===== config.mk =====
export PLATFORM = sky130hd
export DESIGN_NAME = cmo_unit
export DESIGN_NICKNAME = d
export VERILOG_FILES = /design/src/cmo_pkg.sv /design/src/cmo_unit.sv /design/src/cmo_tag_array.sv /design/src/cmo_addr_check.sv
export SDC_FILE = /design/constraint.sdc
export NUM_CORES = 2
export LEC_CHECK = 0
export CORE_MARGIN = 4
export CORE_UTILIZATION = 23
export CTS_CLUSTER_DIAMETER = 200
export DETAILED_ROUTE_END_ITERATION = 12
export DONT_BUFFER_PORTS = 1
export SETUP_SLACK_MARGIN = 0.02
export SLEW_MARGIN = 10
export SYNTH_ARGS = -nofsm -noshare
export SYNTH_HDL_FRONTEND = slang
export SYNTH_SLANG_ARGS = --single-unit

===== constraint.sdc =====
create_clock -name pclk -period 8.9 [get_ports pclk]
set_input_delay 1.78 -clock pclk [delete_from_list [all_inputs] [get_ports pclk]]
set_output_delay 1.78 -clock pclk [all_outputs]
set_load 0.005 [all_outputs]

===== src/cmo_pkg.sv =====
// cmo_pkg: shared constants and types of the cache maintenance operation unit.
// assumes a 32-bit address space, 2-way 16-set cache, 32-byte lines, apb register map.
package cmo_pkg;
  // cache geometry
  localparam int ADDR_W = 32;
  localparam int OFS_W = 5;
  localparam int IDX_W = 4;
  localparam int TAG_W = 23;
  localparam int WAYS = 2;
  localparam int SETS = 16;
  localparam int WAY_BIT = 9;
  localparam int PAGE_W = 12;
  localparam int PFN_W = 20;
  localparam int SEG_W = 3;
  // unmapped segments strip the segment bits
  localparam logic [31:0] UNMAP_MASK = 32'h1FFFFFFF;
  // apb register byte offsets
  localparam logic [7:0] OFS_CTRL = 8'h00;
  localparam logic [7:0] OFS_BASE = 8'h04;
  localparam logic [7:0] OFS_OFFSET = 8'h08;
  localparam logic [7:0] OFS_CFG = 8'h0C;
  localparam logic [7:0] OFS_SEGCFG = 8'h10;
  localparam logic [7:0] OFS_TAGWR = 8'h14;
  localparam logic [7:0] OFS_STATUS = 8'h18;
  localparam logic [7:0] OFS_PADDR = 8'h1C;
  localparam logic [7:0] OFS_TAGRD = 8'h20;
  // field positions
  localparam int CTRL_START = 3;
  localparam int CTRL_CSEL = 4;
  localparam int CFG_CP0 = 0;
  localparam int CFG_WT = 1;
  localparam int CFG_BCAST = 2;
  localparam int ST_BUSY = 0;
  localparam int ST_DONE = 1;
  localparam int ST_EXC = 2;
  localparam int ST_HIT = 5;
  localparam int ST_WB = 6;
  localparam int ST_FILL = 7;
  // reset values
  localparam logic [2:0] CFG_RST = 3'h1;
  localparam logic [23:0] SEGCFG_RST = 24'h001000;
  // operation codes
  typedef enum logic [2:0] {
    OP_IDX_INV = 3'h0, OP_IDX_LDTAG = 3'h1, OP_IDX_STTAG = 3'h2, OP_IMPL = 3'h3,
    OP_HIT_INV = 3'h4, OP_HIT_WBINV = 3'h5, OP_HIT_WB = 3'h6, OP_FETCH_LOCK = 3'h7
  } cmo_op_t;
  // target cache: instruction, data, secondary, tertiary
  typedef enum logic [1:0] {CS_I = 2'h0, CS_D = 2'h1, CS_S = 2'h2, CS_T = 2'h3} cmo_csel_t;
  // exception reported by an operation
  typedef enum logic [2:0] {
    EXC_NONE = 3'h0, EXC_TLB_REFILL = 3'h1, EXC_TLB_INVALID = 3'h2, EXC_CP_UNUSABLE = 3'h3,
    EXC_RESERVED = 3'h4, EXC_ADDR_ERR = 3'h5, EXC_CACHE_ERR = 3'h6, EXC_BUS_ERR = 3'h7
  } cmo_exc_t;
  // per-segment access mode
  typedef enum logic [2:0] {
    SEG_KERNEL_ONLY = 3'h0, SEG_USER_UNMAPPED = 3'h1, SEG_MAPPED_US = 3'h2,
    SEG_MAPPED_US_UNMAPPED_K = 3'h3
  } cmo_seg_t;
  // one tag entry, parity over the other fields
  typedef struct packed {
    logic [TAG_W-1:0] tag;
    logic valid;
    logic dirty;
    logic lock;
    logic par;
  } cmo_line_t;
  // sequencer states, gray along idle-check-look-writeback-fill
  typedef enum logic [2:0] {
    S_IDLE = 3'h0, S_CHECK = 3'h1, S_LOOK = 3'h3, S_WB = 3'h2, S_FILL = 3'h6
  } cmo_state_t;
endpackage


===== src/cmo_unit.sv =====
// cmo_unit: executor of the privileged cache maintenance instruction, apb programmed.
// assumes a combinational tlb port and a next-level memory that acks each line request.
// Function
// [RULE1] hit writeback writes back valid dirty line
// [RULE2] after writeback keep valid, clear dirty
// [RULE3] write-through cache: hit writeback is nop
// [RULE4] optional broadcast to coherent caches
// [RULE5] fetch-lock miss: victim writeback, fill, lock
// [RULE6] fetch-lock hit: just set lock
// [RULE7] invalidates and tag store clear lock
// [RULE8] locked lines may vanish on external invalidate
// [RULE9] fetch-lock touches only the one line
// [RULE10] unimplemented op/cache combination is undefined
// [RULE11] no address ops on uncacheable addresses
// [RULE12] never invalidate the instruction's own line
// [RULE13] never lock every way of one set
// [RULE14] follow writeback ops with a barrier
// [RULE15] needs cp0 access and permitted segment mode
// [RULE16] never a misaligned address exception
// [RULE17] address is base plus sign-extended offset
// [RULE18] software ORs index with 0x80000000
// [RULE19] reports tlb, cp, ri, address, cache, bus faults
`timescale 1ns/1ps
`default_nettype none
module cmo_unit
  import cmo_pkg::*;
(
  input wire logic pclk,
  input wire logic presetn,
  input wire logic psel,
  input wire logic penable,
  input wire logic pwrite,
  input wire logic [31:0] paddr,
  input wire logic [31:0] pwdata,
  output logic [31:0] prdata,
  output logic pready,
  output logic pslverr,
  output logic [PFN_W-1:0] tlb_vpn,
  input wire logic tlb_hit,
  input wire logic tlb_valid,
  input wire logic [PFN_W-1:0] tlb_pfn,
  output logic mem_req,
  output logic mem_we,
  output logic [ADDR_W-1:0] mem_addr,
  input wire logic mem_ack,
  input wire logic mem_err,
  output logic coh_bcast,
  output logic [ADDR_W-1:0] coh_addr
);
  // complete unit state
  typedef struct packed {
    cmo_state_t st;
    logic ack; // apb access answered this cycle
    logic [31:0] rdata;
    logic slverr;
    cmo_op_t op;
    cmo_csel_t csel;
    logic [31:0] base;
    logic [15:0] offset;
    logic [2:0] cfg;
    logic [8*SEG_W-1:0] segcfg;
    logic [25:0] tagwr; // tag, valid, dirty, lock for index store tag
    logic [25:0] tagrd; // entry captured by index load tag
    logic busy;
    logic done;
    cmo_exc_t exc;
    logic hit;
    logic wrote;
    logic filled;
    logic [ADDR_W-1:0] vaddr;
    logic [ADDR_W-1:0] pa;
    logic way; // way being worked on
    logic [TAG_W-1:0] vtag; // tag of line leaving the cache
    logic repl; // round-robin victim pointer
    logic mreq;
    logic mwe;
    logic [ADDR_W-1:0] maddr;
    logic bcast;
  } cmo_state_reg_t;

  cmo_state_reg_t state_r; // registered state
  cmo_state_reg_t state_nxt; // next state

  logic [31:0] ea; // base plus sign-extended offset
  logic [ADDR_W-1:0] chk_pa; // translated address
  cmo_exc_t chk_exc; // permission or tlb fault
  cmo_line_t line_rd [WAYS]; // both ways of the set
  logic [WAYS-1:0] way_hit; // per-way tag match
  logic [WAYS-1:0] way_perr; // per-way parity fault
  logic tag_we; // tag store write strobe
  cmo_line_t tag_wl; // tag store write data
  logic tag_way; // tag store write way
  logic [7:0] reg_ofs; // decoded register offset
  logic mapped; // address hits a register
  logic [31:0] rd_mux; // read data before capture
  logic acc; // apb access phase, first cycle
  logic hit_way; // way that matched
  cmo_line_t sel_line; // line chosen for the operation
  logic legal; // op and cache combination exists here

  // effective address, 16-bit offset sign-extended
  assign ea = state_r.base + {{16{state_r.offset[15]}}, state_r.offset}; // [RULE17]

  cmo_addr_check u_chk (
    .vaddr(state_r.vaddr),
    .cp0_en(state_r.cfg[CFG_CP0]),
    .segcfg(state_r.segcfg),
    .tlb_hit(tlb_hit),
    .tlb_valid(tlb_valid),
    .tlb_pfn(tlb_pfn),
    .paddr(chk_pa),
    .exc(chk_exc)
  );

  cmo_tag_array u_tags (
    .pclk(pclk),
    .presetn(presetn),
    .idx(state_r.vaddr[OFS_W +: IDX_W]),
    .rd_line(line_rd),
    .we(tag_we),
    .wway(tag_way),
    .wline(tag_wl)
  );

  // per-way match and parity check
  genvar w;
  generate
    for (w = 0; w < WAYS; w++)
    begin : g_way
      assign way_hit[w] = line_rd[w].valid && (line_rd[w].tag == state_r.pa[ADDR_W-1 -: TAG_W]);
      assign way_perr[w] = line_rd[w].valid && (line_rd[w].par !=
        ^{line_rd[w].tag, line_rd[w].valid, line_rd[w].dirty, line_rd[w].lock});
    end
  endgenerate

  assign hit_way = way_hit[1];
  // index ops pick the way from the address, hit ops from the match
  assign sel_line = (state_r.op == OP_IDX_INV || state_r.op == OP_IDX_LDTAG)
    ? line_rd[state_r.vaddr[WAY_BIT]] : line_rd[hit_way];

  // only the i and d caches exist; i has no writeback ops
  always_comb
  begin
    unique case (state_r.csel)
      CS_D: legal = (state_r.op != OP_IMPL);
      CS_I: legal = (state_r.op != OP_IMPL) && (state_r.op != OP_HIT_WB) &&
        (state_r.op != OP_HIT_WBINV);
      default: legal = 1'b0;
    endcase
  end

  // apb decode; only the low byte of the address selects, all else is unmapped
  assign reg_ofs = paddr[7:0];
  assign acc = psel && penable && !state_r.ack;
  always_comb
  begin
    mapped = (paddr[31:8] == 24'h000000) && (paddr[1:0] == 2'h0) && (reg_ofs <= OFS_TAGRD);
    unique case (reg_ofs)
      OFS_CTRL: rd_mux = {26'h0000000, state_r.csel, 1'b0, state_r.op};
      OFS_BASE: rd_mux = state_r.base;
      OFS_OFFSET: rd_mux = {16'h0000, state_r.offset};
      OFS_CFG: rd_mux = {29'h00000000, state_r.cfg};
      OFS_SEGCFG: rd_mux = {8'h00, state_r.segcfg};
      OFS_TAGWR: rd_mux = {6'h00, state_r.tagwr};
      OFS_STATUS: rd_mux = {24'h000000, state_r.filled, state_r.wrote, state_r.hit,
        state_r.exc, state_r.done, state_r.busy};
      OFS_PADDR: rd_mux = state_r.pa;
      OFS_TAGRD: rd_mux = {6'h00, state_r.tagrd};
      default: rd_mux = 32'h00000000;
    endcase
    if (!mapped)
      rd_mux = 32'h00000000;
  end

  // next-state logic: register file plus operation sequencer
  always_comb
  begin
    state_nxt = state_r;
    tag_we = 1'b0;
    tag_way = state_r.way;
    tag_wl = '0;
    state_nxt.bcast = 1'b0;
    // one wait state: data captured, then pready in the second access cycle
    state_nxt.ack = acc;
    if (acc)
    begin
      state_nxt.rdata = rd_mux;
      state_nxt.slverr = !mapped;
    end
    // writes land only at the completing edge; a busy unit keeps its operands
    if (psel && penable && state_r.ack && pwrite && mapped && !state_r.busy)
    begin
      unique case (reg_ofs)
        OFS_CTRL:
        begin
          state_nxt.op = cmo_op_t'(pwdata[2:0]);
          state_nxt.csel = cmo_csel_t'(pwdata[CTRL_CSEL +: 2]);
          if (pwdata[CTRL_START])
          begin
            // a start clears the previous outcome
            state_nxt.busy = 1'b1;
            state_nxt.done = 1'b0;
            state_nxt.exc = EXC_NONE;
            state_nxt.hit = 1'b0;
            state_nxt.wrote = 1'b0;
            state_nxt.filled = 1'b0;
            state_nxt.vaddr = ea; // [RULE17]
            state_nxt.st = S_CHECK;
          end
        end
        OFS_BASE: state_nxt.base = pwdata;
        OFS_OFFSET: state_nxt.offset = pwdata[15:0];
        OFS_CFG: state_nxt.cfg = pwdata[2:0];
        OFS_SEGCFG: state_nxt.segcfg = pwdata[8*SEG_W-1:0];
        OFS_TAGWR: state_nxt.tagwr = pwdata[25:0];
        default:
        begin
          // read-only registers ignore writes
        end
      endcase
    end

    unique case (state_r.st)
      // waiting for a start
      S_IDLE:
      begin
      end
      // permission and translation; misalignment is never checked
      S_CHECK:
      begin
        state_nxt.pa = chk_pa; // [RULE17]
        if (chk_exc != EXC_NONE)
        begin
          state_nxt.exc = chk_exc; // [RULE15] [RULE16] [RULE19]
          state_nxt.busy = 1'b0;
          state_nxt.done = 1'b1;
          state_nxt.st = S_IDLE;
        end
        else if (!legal)
        begin
          // a missing op/cache pair is refused rather than left undefined
          state_nxt.exc = EXC_RESERVED; // [RULE10] [RULE19]
          state_nxt.busy = 1'b0;
          state_nxt.done = 1'b1;
          state_nxt.st = S_IDLE;
        end
        else
          state_nxt.st = S_LOOK;
      end
      // tag lookup and decision on the single addressed line
      S_LOOK:
      begin
        state_nxt.busy = 1'b0;
        state_nxt.done = 1'b1;
        state_nxt.st = S_IDLE;
        state_nxt.hit = |way_hit;
        state_nxt.way = (state_r.op == OP_IDX_INV || state_r.op == OP_IDX_STTAG ||
          state_r.op == OP_IDX_LDTAG) ? state_r.vaddr[WAY_BIT] : hit_way;
        state_nxt.vtag = sel_line.tag;
        // index ops must not raise a cache error
        if (|way_perr && state_r.op[2])
          state_nxt.exc = EXC_CACHE_ERR; // [RULE19]
        else
        begin
          unique case (state_r.op)
            OP_HIT_WB:
            begin
              // write-through cache: no writeback, broadcast still follows CFG_BCAST
              if (!state_r.cfg[CFG_WT] && |way_hit && sel_line.dirty) // [RULE3]
              begin
                state_nxt.st = S_WB; // [RULE1]
                state_nxt.busy = 1'b1;
                state_nxt.done = 1'b0;
              end
              state_nxt.bcast = state_r.cfg[CFG_BCAST]; // [RULE4]
            end
            OP_HIT_WBINV, OP_IDX_INV:
            begin
              if ((|way_hit || state_r.op == OP_IDX_INV) && sel_line.valid)
              begin
                if (sel_line.dirty && !state_r.cfg[CFG_WT] && state_r.csel == CS_D)
                begin
                  state_nxt.st = S_WB;
                  state_nxt.busy = 1'b1;
                  state_nxt.done = 1'b0;
                end
                else
                begin
                  tag_we = 1'b1; // invalidate drops lock as well
                  tag_way = state_nxt.way; // [RULE7]
                end
              end
              if (state_r.op == OP_HIT_WBINV)
                state_nxt.bcast = state_r.cfg[CFG_BCAST];
            end
            OP_HIT_INV:
            begin
              tag_we = |way_hit; // [RULE7]
              tag_way = hit_way;
              state_nxt.bcast = state_r.cfg[CFG_BCAST];
            end
            OP_IDX_STTAG:
            begin
              // lock bit follows the stored value, zero clears it
              tag_we = 1'b1; // [RULE7]
              tag_way = state_r.vaddr[WAY_BIT];
              tag_wl.tag = state_r.tagwr[TAG_W-1:0];
              tag_wl.valid = state_r.tagwr[TAG_W];
              tag_wl.dirty = state_r.tagwr[TAG_W+1];
              tag_wl.lock = state_r.tagwr[TAG_W+2];
            end
            OP_IDX_LDTAG:
              state_nxt.tagrd = {sel_line.lock, sel_line.dirty, sel_line.valid, sel_line.tag};
            OP_FETCH_LOCK:
            begin
              if (|way_hit)
              begin
                // already present: lock in place, no refill
                tag_we = 1'b1; // [RULE6] [RULE9]
                tag_way = hit_way;
                tag_wl = line_rd[hit_way];
                tag_wl.lock = 1'b1;
              end
              else
              begin
                // victim: a free unlocked way first, else the one unlocked way, else the round-robin way
                if (!line_rd[0].valid && !line_rd[0].lock)
                  state_nxt.way = 1'b0;
                else if (!line_rd[1].valid && !line_rd[1].lock)
                  state_nxt.way = 1'b1;
                else if (line_rd[0].lock != line_rd[1].lock)
                  state_nxt.way = line_rd[0].lock;
                else
                  state_nxt.way = state_r.repl;
                state_nxt.vtag = line_rd[state_nxt.way].tag;
                state_nxt.busy = 1'b1;
                state_nxt.done = 1'b0;
                if (line_rd[state_nxt.way].valid && line_rd[state_nxt.way].dirty)
                  state_nxt.st = S_WB; // [RULE5]
                else
                  state_nxt.st = S_FILL; // [RULE5] [RULE9]
              end
            end
            default:
            begin
            end
          endcase
        end
        // line requests are launched on entry to the memory states
        if (state_nxt.st == S_WB)
        begin
          state_nxt.mreq = 1'b1;
          state_nxt.mwe = 1'b1;
          state_nxt.maddr = {state_nxt.vtag, state_r.vaddr[OFS_W +: IDX_W], 5'h00};
        end
        else if (state_nxt.st == S_FILL)
        begin
          state_nxt.mreq = 1'b1;
          state_nxt.mwe = 1'b0;
          state_nxt.maddr = {state_r.pa[ADDR_W-1:OFS_W], 5'h00};
        end
      end
      // line going out to memory
      S_WB:
      begin
        if (mem_ack)
        begin
          state_nxt.mreq = 1'b0;
          state_nxt.busy = 1'b0;
          state_nxt.done = 1'b1;
          state_nxt.st = S_IDLE;
          if (mem_err)
            state_nxt.exc = EXC_BUS_ERR; // [RULE19]
          else
          begin
            state_nxt.wrote = 1'b1; // [RULE1]
            tag_we = 1'b1;
            tag_wl = line_rd[state_r.way];
            if (state_r.op == OP_FETCH_LOCK)
            begin
              // victim gone, now fetch the wanted line
              tag_wl.valid = 1'b0;
              tag_wl.lock = 1'b0;
              state_nxt.busy = 1'b1;
              state_nxt.done = 1'b0;
              state_nxt.st = S_FILL; // [RULE5]
              state_nxt.mreq = 1'b1;
              state_nxt.mwe = 1'b0;
              state_nxt.maddr = {state_r.pa[ADDR_W-1:OFS_W], 5'h00};
            end
            else if (state_r.op == OP_HIT_WB)
              tag_wl.dirty = 1'b0; // [RULE2]
            else
              tag_wl = '0; // [RULE7]
          end
        end
      end
      // line coming in from memory
      S_FILL:
      begin
        if (mem_ack)
        begin
          state_nxt.mreq = 1'b0;
          state_nxt.busy = 1'b0;
          state_nxt.done = 1'b1;
          state_nxt.st = S_IDLE;
          if (mem_err)
            state_nxt.exc = EXC_BUS_ERR; // [RULE19]
          else
          begin
            state_nxt.filled = 1'b1;
            state_nxt.repl = !state_r.repl;
            tag_we = 1'b1;
            tag_wl.tag = state_r.pa[ADDR_W-1 -: TAG_W];
            tag_wl.valid = 1'b1; // [RULE5]
            tag_wl.lock = 1'b1; // [RULE5]
          end
        end
      end
      default:
        state_nxt.st = S_IDLE;
    endcase
  end

  // single state register
  always_ff @(posedge pclk or negedge presetn)
  begin
    if (!presetn)
    begin
      state_r <= '0;
      state_r.cfg <= CFG_RST;
      state_r.segcfg <= SEGCFG_RST;
    end
    else
      state_r <= state_nxt;
  end

  // outputs straight from the state register
  assign prdata = state_r.rdata;
  assign pready = state_r.ack;
  assign pslverr = state_r.slverr && state_r.ack;
  assign tlb_vpn = state_r.vaddr[ADDR_W-1:PAGE_W];
  assign mem_req = state_r.mreq;
  assign mem_we = state_r.mwe;
  assign mem_addr = state_r.maddr;
  assign coh_bcast = state_r.bcast;
  assign coh_addr = state_r.pa;
endmodule
`default_nettype wire


===== src/cmo_tag_array.sv =====
// cmo_tag_array: tag, valid, dirty and lock store for every way of every set.
// assumes one write per cycle from the sequencer; reads are combinational by set index.
`timescale 1ns/1ps
`default_nettype none
module cmo_tag_array
  import cmo_pkg::*;
(
  input wire logic pclk,
  input wire logic presetn,
  input wire logic [IDX_W-1:0] idx,
  output cmo_line_t rd_line [WAYS],
  input wire logic we,
  input wire logic wway,
  input wire cmo_line_t wline
);
  // whole array is the module state
  typedef struct packed {
    cmo_line_t [SETS*WAYS-1:0] ent;
  } cmo_tag_state_t;

  cmo_tag_state_t state_r; // registered array
  cmo_tag_state_t state_nxt; // next array

  // read both ways of the addressed set
  genvar w;
  generate
    for (w = 0; w < WAYS; w++)
    begin : g_rd
      assign rd_line[w] = state_r.ent[{idx, 1'(w)}];
    end
  endgenerate

  // single write port, parity refreshed on every store
  always_comb
  begin
    state_nxt = state_r;
    if (we)
    begin
      state_nxt.ent[{idx, wway}] = wline;
      state_nxt.ent[{idx, wway}].par = ^{wline.tag, wline.valid, wline.dirty, wline.lock};
    end
  end

  // reset leaves every line invalid, clean and unlocked
  always_ff @(posedge pclk or negedge presetn)
  begin
    if (!presetn)
      state_r <= '0;
    else
      state_r <= state_nxt;
  end
endmodule
`default_nettype wire


===== src/cmo_addr_check.sv =====
// cmo_addr_check: access permission and translation of the effective address.
// assumes the tlb answers combinationally for the vpn driven out of the unit.
`timescale 1ns/1ps
`default_nettype none
module cmo_addr_check
  import cmo_pkg::*;
(
  input wire logic [ADDR_W-1:0] vaddr,
  input wire logic cp0_en,
  input wire logic [8*SEG_W-1:0] segcfg,
  input wire logic tlb_hit,
  input wire logic tlb_valid,
  input wire logic [PFN_W-1:0] tlb_pfn,
  output logic [ADDR_W-1:0] paddr,
  output cmo_exc_t exc
);
  cmo_seg_t mode; // mode of the addressed segment

  // translate as a data read reference; no alignment test since there is no access size
  always_comb
  begin
    mode = cmo_seg_t'(segcfg[vaddr[31:29]*SEG_W +: SEG_W]);
    paddr = vaddr & UNMAP_MASK;
    exc = EXC_NONE;
    if (!cp0_en)
      exc = EXC_CP_UNUSABLE; // [RULE15] [RULE19]
    else
    begin
      unique case (mode)
        // kernel-side unmapped view of the segment
        SEG_USER_UNMAPPED, SEG_MAPPED_US_UNMAPPED_K:
          paddr = vaddr & UNMAP_MASK; // [RULE17]
        // mapped: needs a valid tlb entry
        SEG_MAPPED_US:
        begin
          paddr = {tlb_pfn, vaddr[PAGE_W-1:0]}; // [RULE17]
          if (!tlb_hit)
            exc = EXC_TLB_REFILL; // [RULE19]
          else if (!tlb_valid)
            exc = EXC_TLB_INVALID; // [RULE19]
        end
        // any other mode refuses the access
        default:
          exc = EXC_ADDR_ERR; // [RULE15] [RULE19]
      endcase
    end
  end
endmodule
`default_nettype wire


==> flow_metrics.tcl <==
set metrics [dict create \
    clockBufferDepth 3 \
    gr-total-overflow 0 \
    viasPerCell 4.90 \
    cap_violations 0 \
    gp_congestion 0.967 \
    core_sq_um 249000 \
    grt_max_degree 1138 \
    antenna_left 0 \
    cts_buffers 119 \
    nFillCells 25700 \
    regArea_sq_um 28500 \
    cts_tree "built" \
    power_density_nw_per_um2 161 \
    synth_cell_types 101 \
    drt_first_iter_violations 3671 \
    drt_first_pass_iters 9 \
    synth_area_leader_cell "dfrtp_1" \
    final_nets 4495 \
    post_cts_buffers 0 \
    final.min_clock_period_ps 7710 \
    irDropWorstVdd_uv 163 \
    post_cts_resize_count 0 \
    setup_slack_ps 1190 \
    die_x_um 508 \
    clkTransAtPathRegs_ps 60 \
    crit_type "flop to flop" \
    cp.arrival_ps 8340 \
    antenna_found_initial 3 \
    route.vias.total 38300 \
    htree_levels 3 \
    dpl_worst_slack_ps 1300 \
    rsz0062_at_grt "no" \
    path_cells "buf_4 -> buf_4 -> mux4_2 -> mux2i_1 -> mux2i_1 -> buf_4 -> xnor2_1 -> nand2_1 -> or4_4 -> nor4_4 -> buf_4 -> nor2_2 -> nor2_4 -> a22oi_1 -> o221ai_2 -> xnor2_1 -> xnor2_1 -> xnor3_1 -> xnor2_1 -> xnor3_1 -> buf_4 -> mux2_2" \
    ys_warn_count 0 \
    grt_pass1_wl_mm 269 \
    cts_hold_repair.buffers 0 \
    clock-sinks 1137 \
    drv_slew 0 \
    num_rows 183 \
    syn_avg_cell_area_sq_um 12.6 \
    synth_ff_type "dfrtp_1" \
    clk_latency_ps 750 \
    drive_above_1_share_pct 34.8 \
    async_flop_share_pct 100 \
    cts-root-buf "clkbuf_16" \
    ys_ff_latch 1137 \
    slowest_delay_ps 840 \
    synth.area.top_cells "dfrtp_1 49%, mux2_2 19%, mux4_2 5.6%" \
    track_usage_pct 13.8 \
    slew_headroom_pct 18.3 \
    hp-class "flop to flop" \
    synthCells 4567 \
    start_util_pct 23.1 \
    netlist_area_sq_um 57600 \
    io_pins 214 \
    grt_pass1_vias 38400 \
    worst_setup_path_end_kind "flop" \
    synth_top_area_share_pct 49.3 \
    multi_input_comb_area_sq_um 26400 \
    whs_ps 460 \
    route.detailed.drc 0 \
    fmaxAchievable_mhz 130 \
    synth_enable_flop_cells 0 \
    finalCritPeriodShare_pct 86.6 \
    dp_hpwl_mm 122 \
    p_leak_nw 29.1 \
    crit_path_top_delay_cell "dfrtp_4" \
    synthToLayoutAreaGrowth_pct 12.4 \
    wl_per_cell_um 23.6 \
    numPortBuffers 0 \
    ys_seq_area_share_pct 49.4 \
    finalHoldViolCount 0 \
    finalSetupViolCount 0 \
    dieArea_sq_um 258000 \
    critPathRequiredTime_ps 9530 \
    cp_common_cell "buf_4" \
    critical-path-top-delay-family "XOR/XNOR gates" \
    start_kind "flop" \
    worst_slew_pin_slew_ps 1230 \
    crit_fanout 32 \
    die_y_um 508 \
    final_util_pct 26.0 \
    fin_skew_ps 56.2 \
    timing.setup.tns_ps 0 \
    drt-total-wl_mm 184 \
    status "finished clean" \
    critical_path_buf_inv_count 5 \
]
==> routing by layer <==
metal	vias to the layer above	GRT usage, %	share of wire [%]
met5	-	0	0
li1	16200	-	-
met2	1520	21.5	45
met1	20200	18.5	43
met3	360	3.39	8.5
met4	0	4.59	3.6
==> worst reg2reg max path, cell delays in order (launching register included) <==
cell	delay [ps]
dfrtp_4	840
buf_4	520
buf_4	370
mux4_2	560
mux2i_1	210
mux2i_1	110
buf_4	230
xnor2_1	400
nand2_1	110
or4_4	470
nor4_4	450
buf_4	350
nor2_2	150
nor2_4	310
a22oi_1	140
o221ai_2	340
xnor2_1	150
xnor2_1	300
xnor3_1	380
xnor2_1	370
xnor3_1	290
buf_4	240
mux2_2	320
==> cell families after synthesis <==
group	after synthesis	share of synthesized area [%]
flops	1137	49.4
compound gates	713	8.26
xor+xnor	143	2.32
other cells	1	0.00652
simple gates	683	5.79
mux	1342	28.6
fa+ha+maj	32	0.709
buf+inv	516	4.92
==> Yosys cell counts (34+ instances only) <==
cell type / number
nand3_1: 35
nand2_1: 319
xnor2_1: 88
xor2_1: 49
a21oi_1: 115
inv_1: 36
nor2_1: 125
a222oi_1: 34
a21o_1: 35
a22oi_1: 61
nor3_1: 42
clkbuf_1: 203
mux2_2: 947
o21ai_0: 199
buf_4: 128
mux2i_1: 244
mux4_2: 142
o22ai_1: 85
buf_2: 92
dfrtp_1: 1135
==> power by group <==
part / switching [mW] / internal, mW / total (mW)
clock network: 2.14 / 2.92 / 5.05
logic: 0.145 / 0.0463 / 0.191
registers: 0.00723 / 5.18 / 5.19
==> path summary, 6_finish.rpt <==
check                            start                   to  slack [ps]  cells past startpoint
max reg2reg                state_r[97]    u_tags.state_r[0]        1190                     22
max                        state_r[97]    u_tags.state_r[0]        1190                     22
min reg2reg                state_r[92]          coh_addr[0]         460                      2
min in group asynchronous      presetn          coh_addr[2]         720                      0
min                        state_r[92]          coh_addr[0]         460                      2
max in group asynchronous      presetn  u_tags.state_r[775]        4250                      5
==> area by class of cell <==
| class | instances | share of cell area [%] |
|---|---|---|
| flip-flops and latches | 1137 | 44.0 |
| inverters | 38 | 0.220 |
| diodes | 3 | 0.0116 |
| repair buffers | 156 | 2.34 |
| well taps | 3330 | 6.44 |
| clock buffers | 185 | 5.62 |
| multi-input cells | 2918 | 40.8 |
| clock inverters | 35 | 0.549 |
==> state kept, by name, indices dropped and copies added (netlist names) <==
register / count
mem_addr: 27
coh_bcast: 1
prdata: 32
u_tags.state_r: 864
state_r: 158
mem_we: 1
pready: 1
tlb_vpn: 20
mem_req: 1
coh_addr: 32
==> cells in the final DEF (no fill, tap or decap), drive strengths merged, types with 12 or more instances in the layout <==
master     n
a221oi    17
o31ai     12
a21o      35
buf      156
dfrtp   1135
a22o      24
nand2b    32
mux2     954
a211oi    27
clkbuf   185
a222oi    34
ha        31
clkinv    25
nand2    319
mux2i    244
o22ai     85
a22oi     64
mux4     144
a21oi    117
nand3     58
a31oi     12
o21ai    212
inv       41
nor2     129
xnor2     88
nor3      44
xor2      49
==> metrics by stage <==
stage | instances | area, sq um | total power [mW]
floorplan | 4571 | 57600 | 5.34
global placement | 7573 | 60600 | 5.37
detailed placement | 7573 | 60600 | 5.37
CTS | 7793 | 64500 | 10.4
global route | 7799 | 64700 | 10.8
finish | 7802 | 64700 | 10.4
Power figures use the tool's default switching activity.
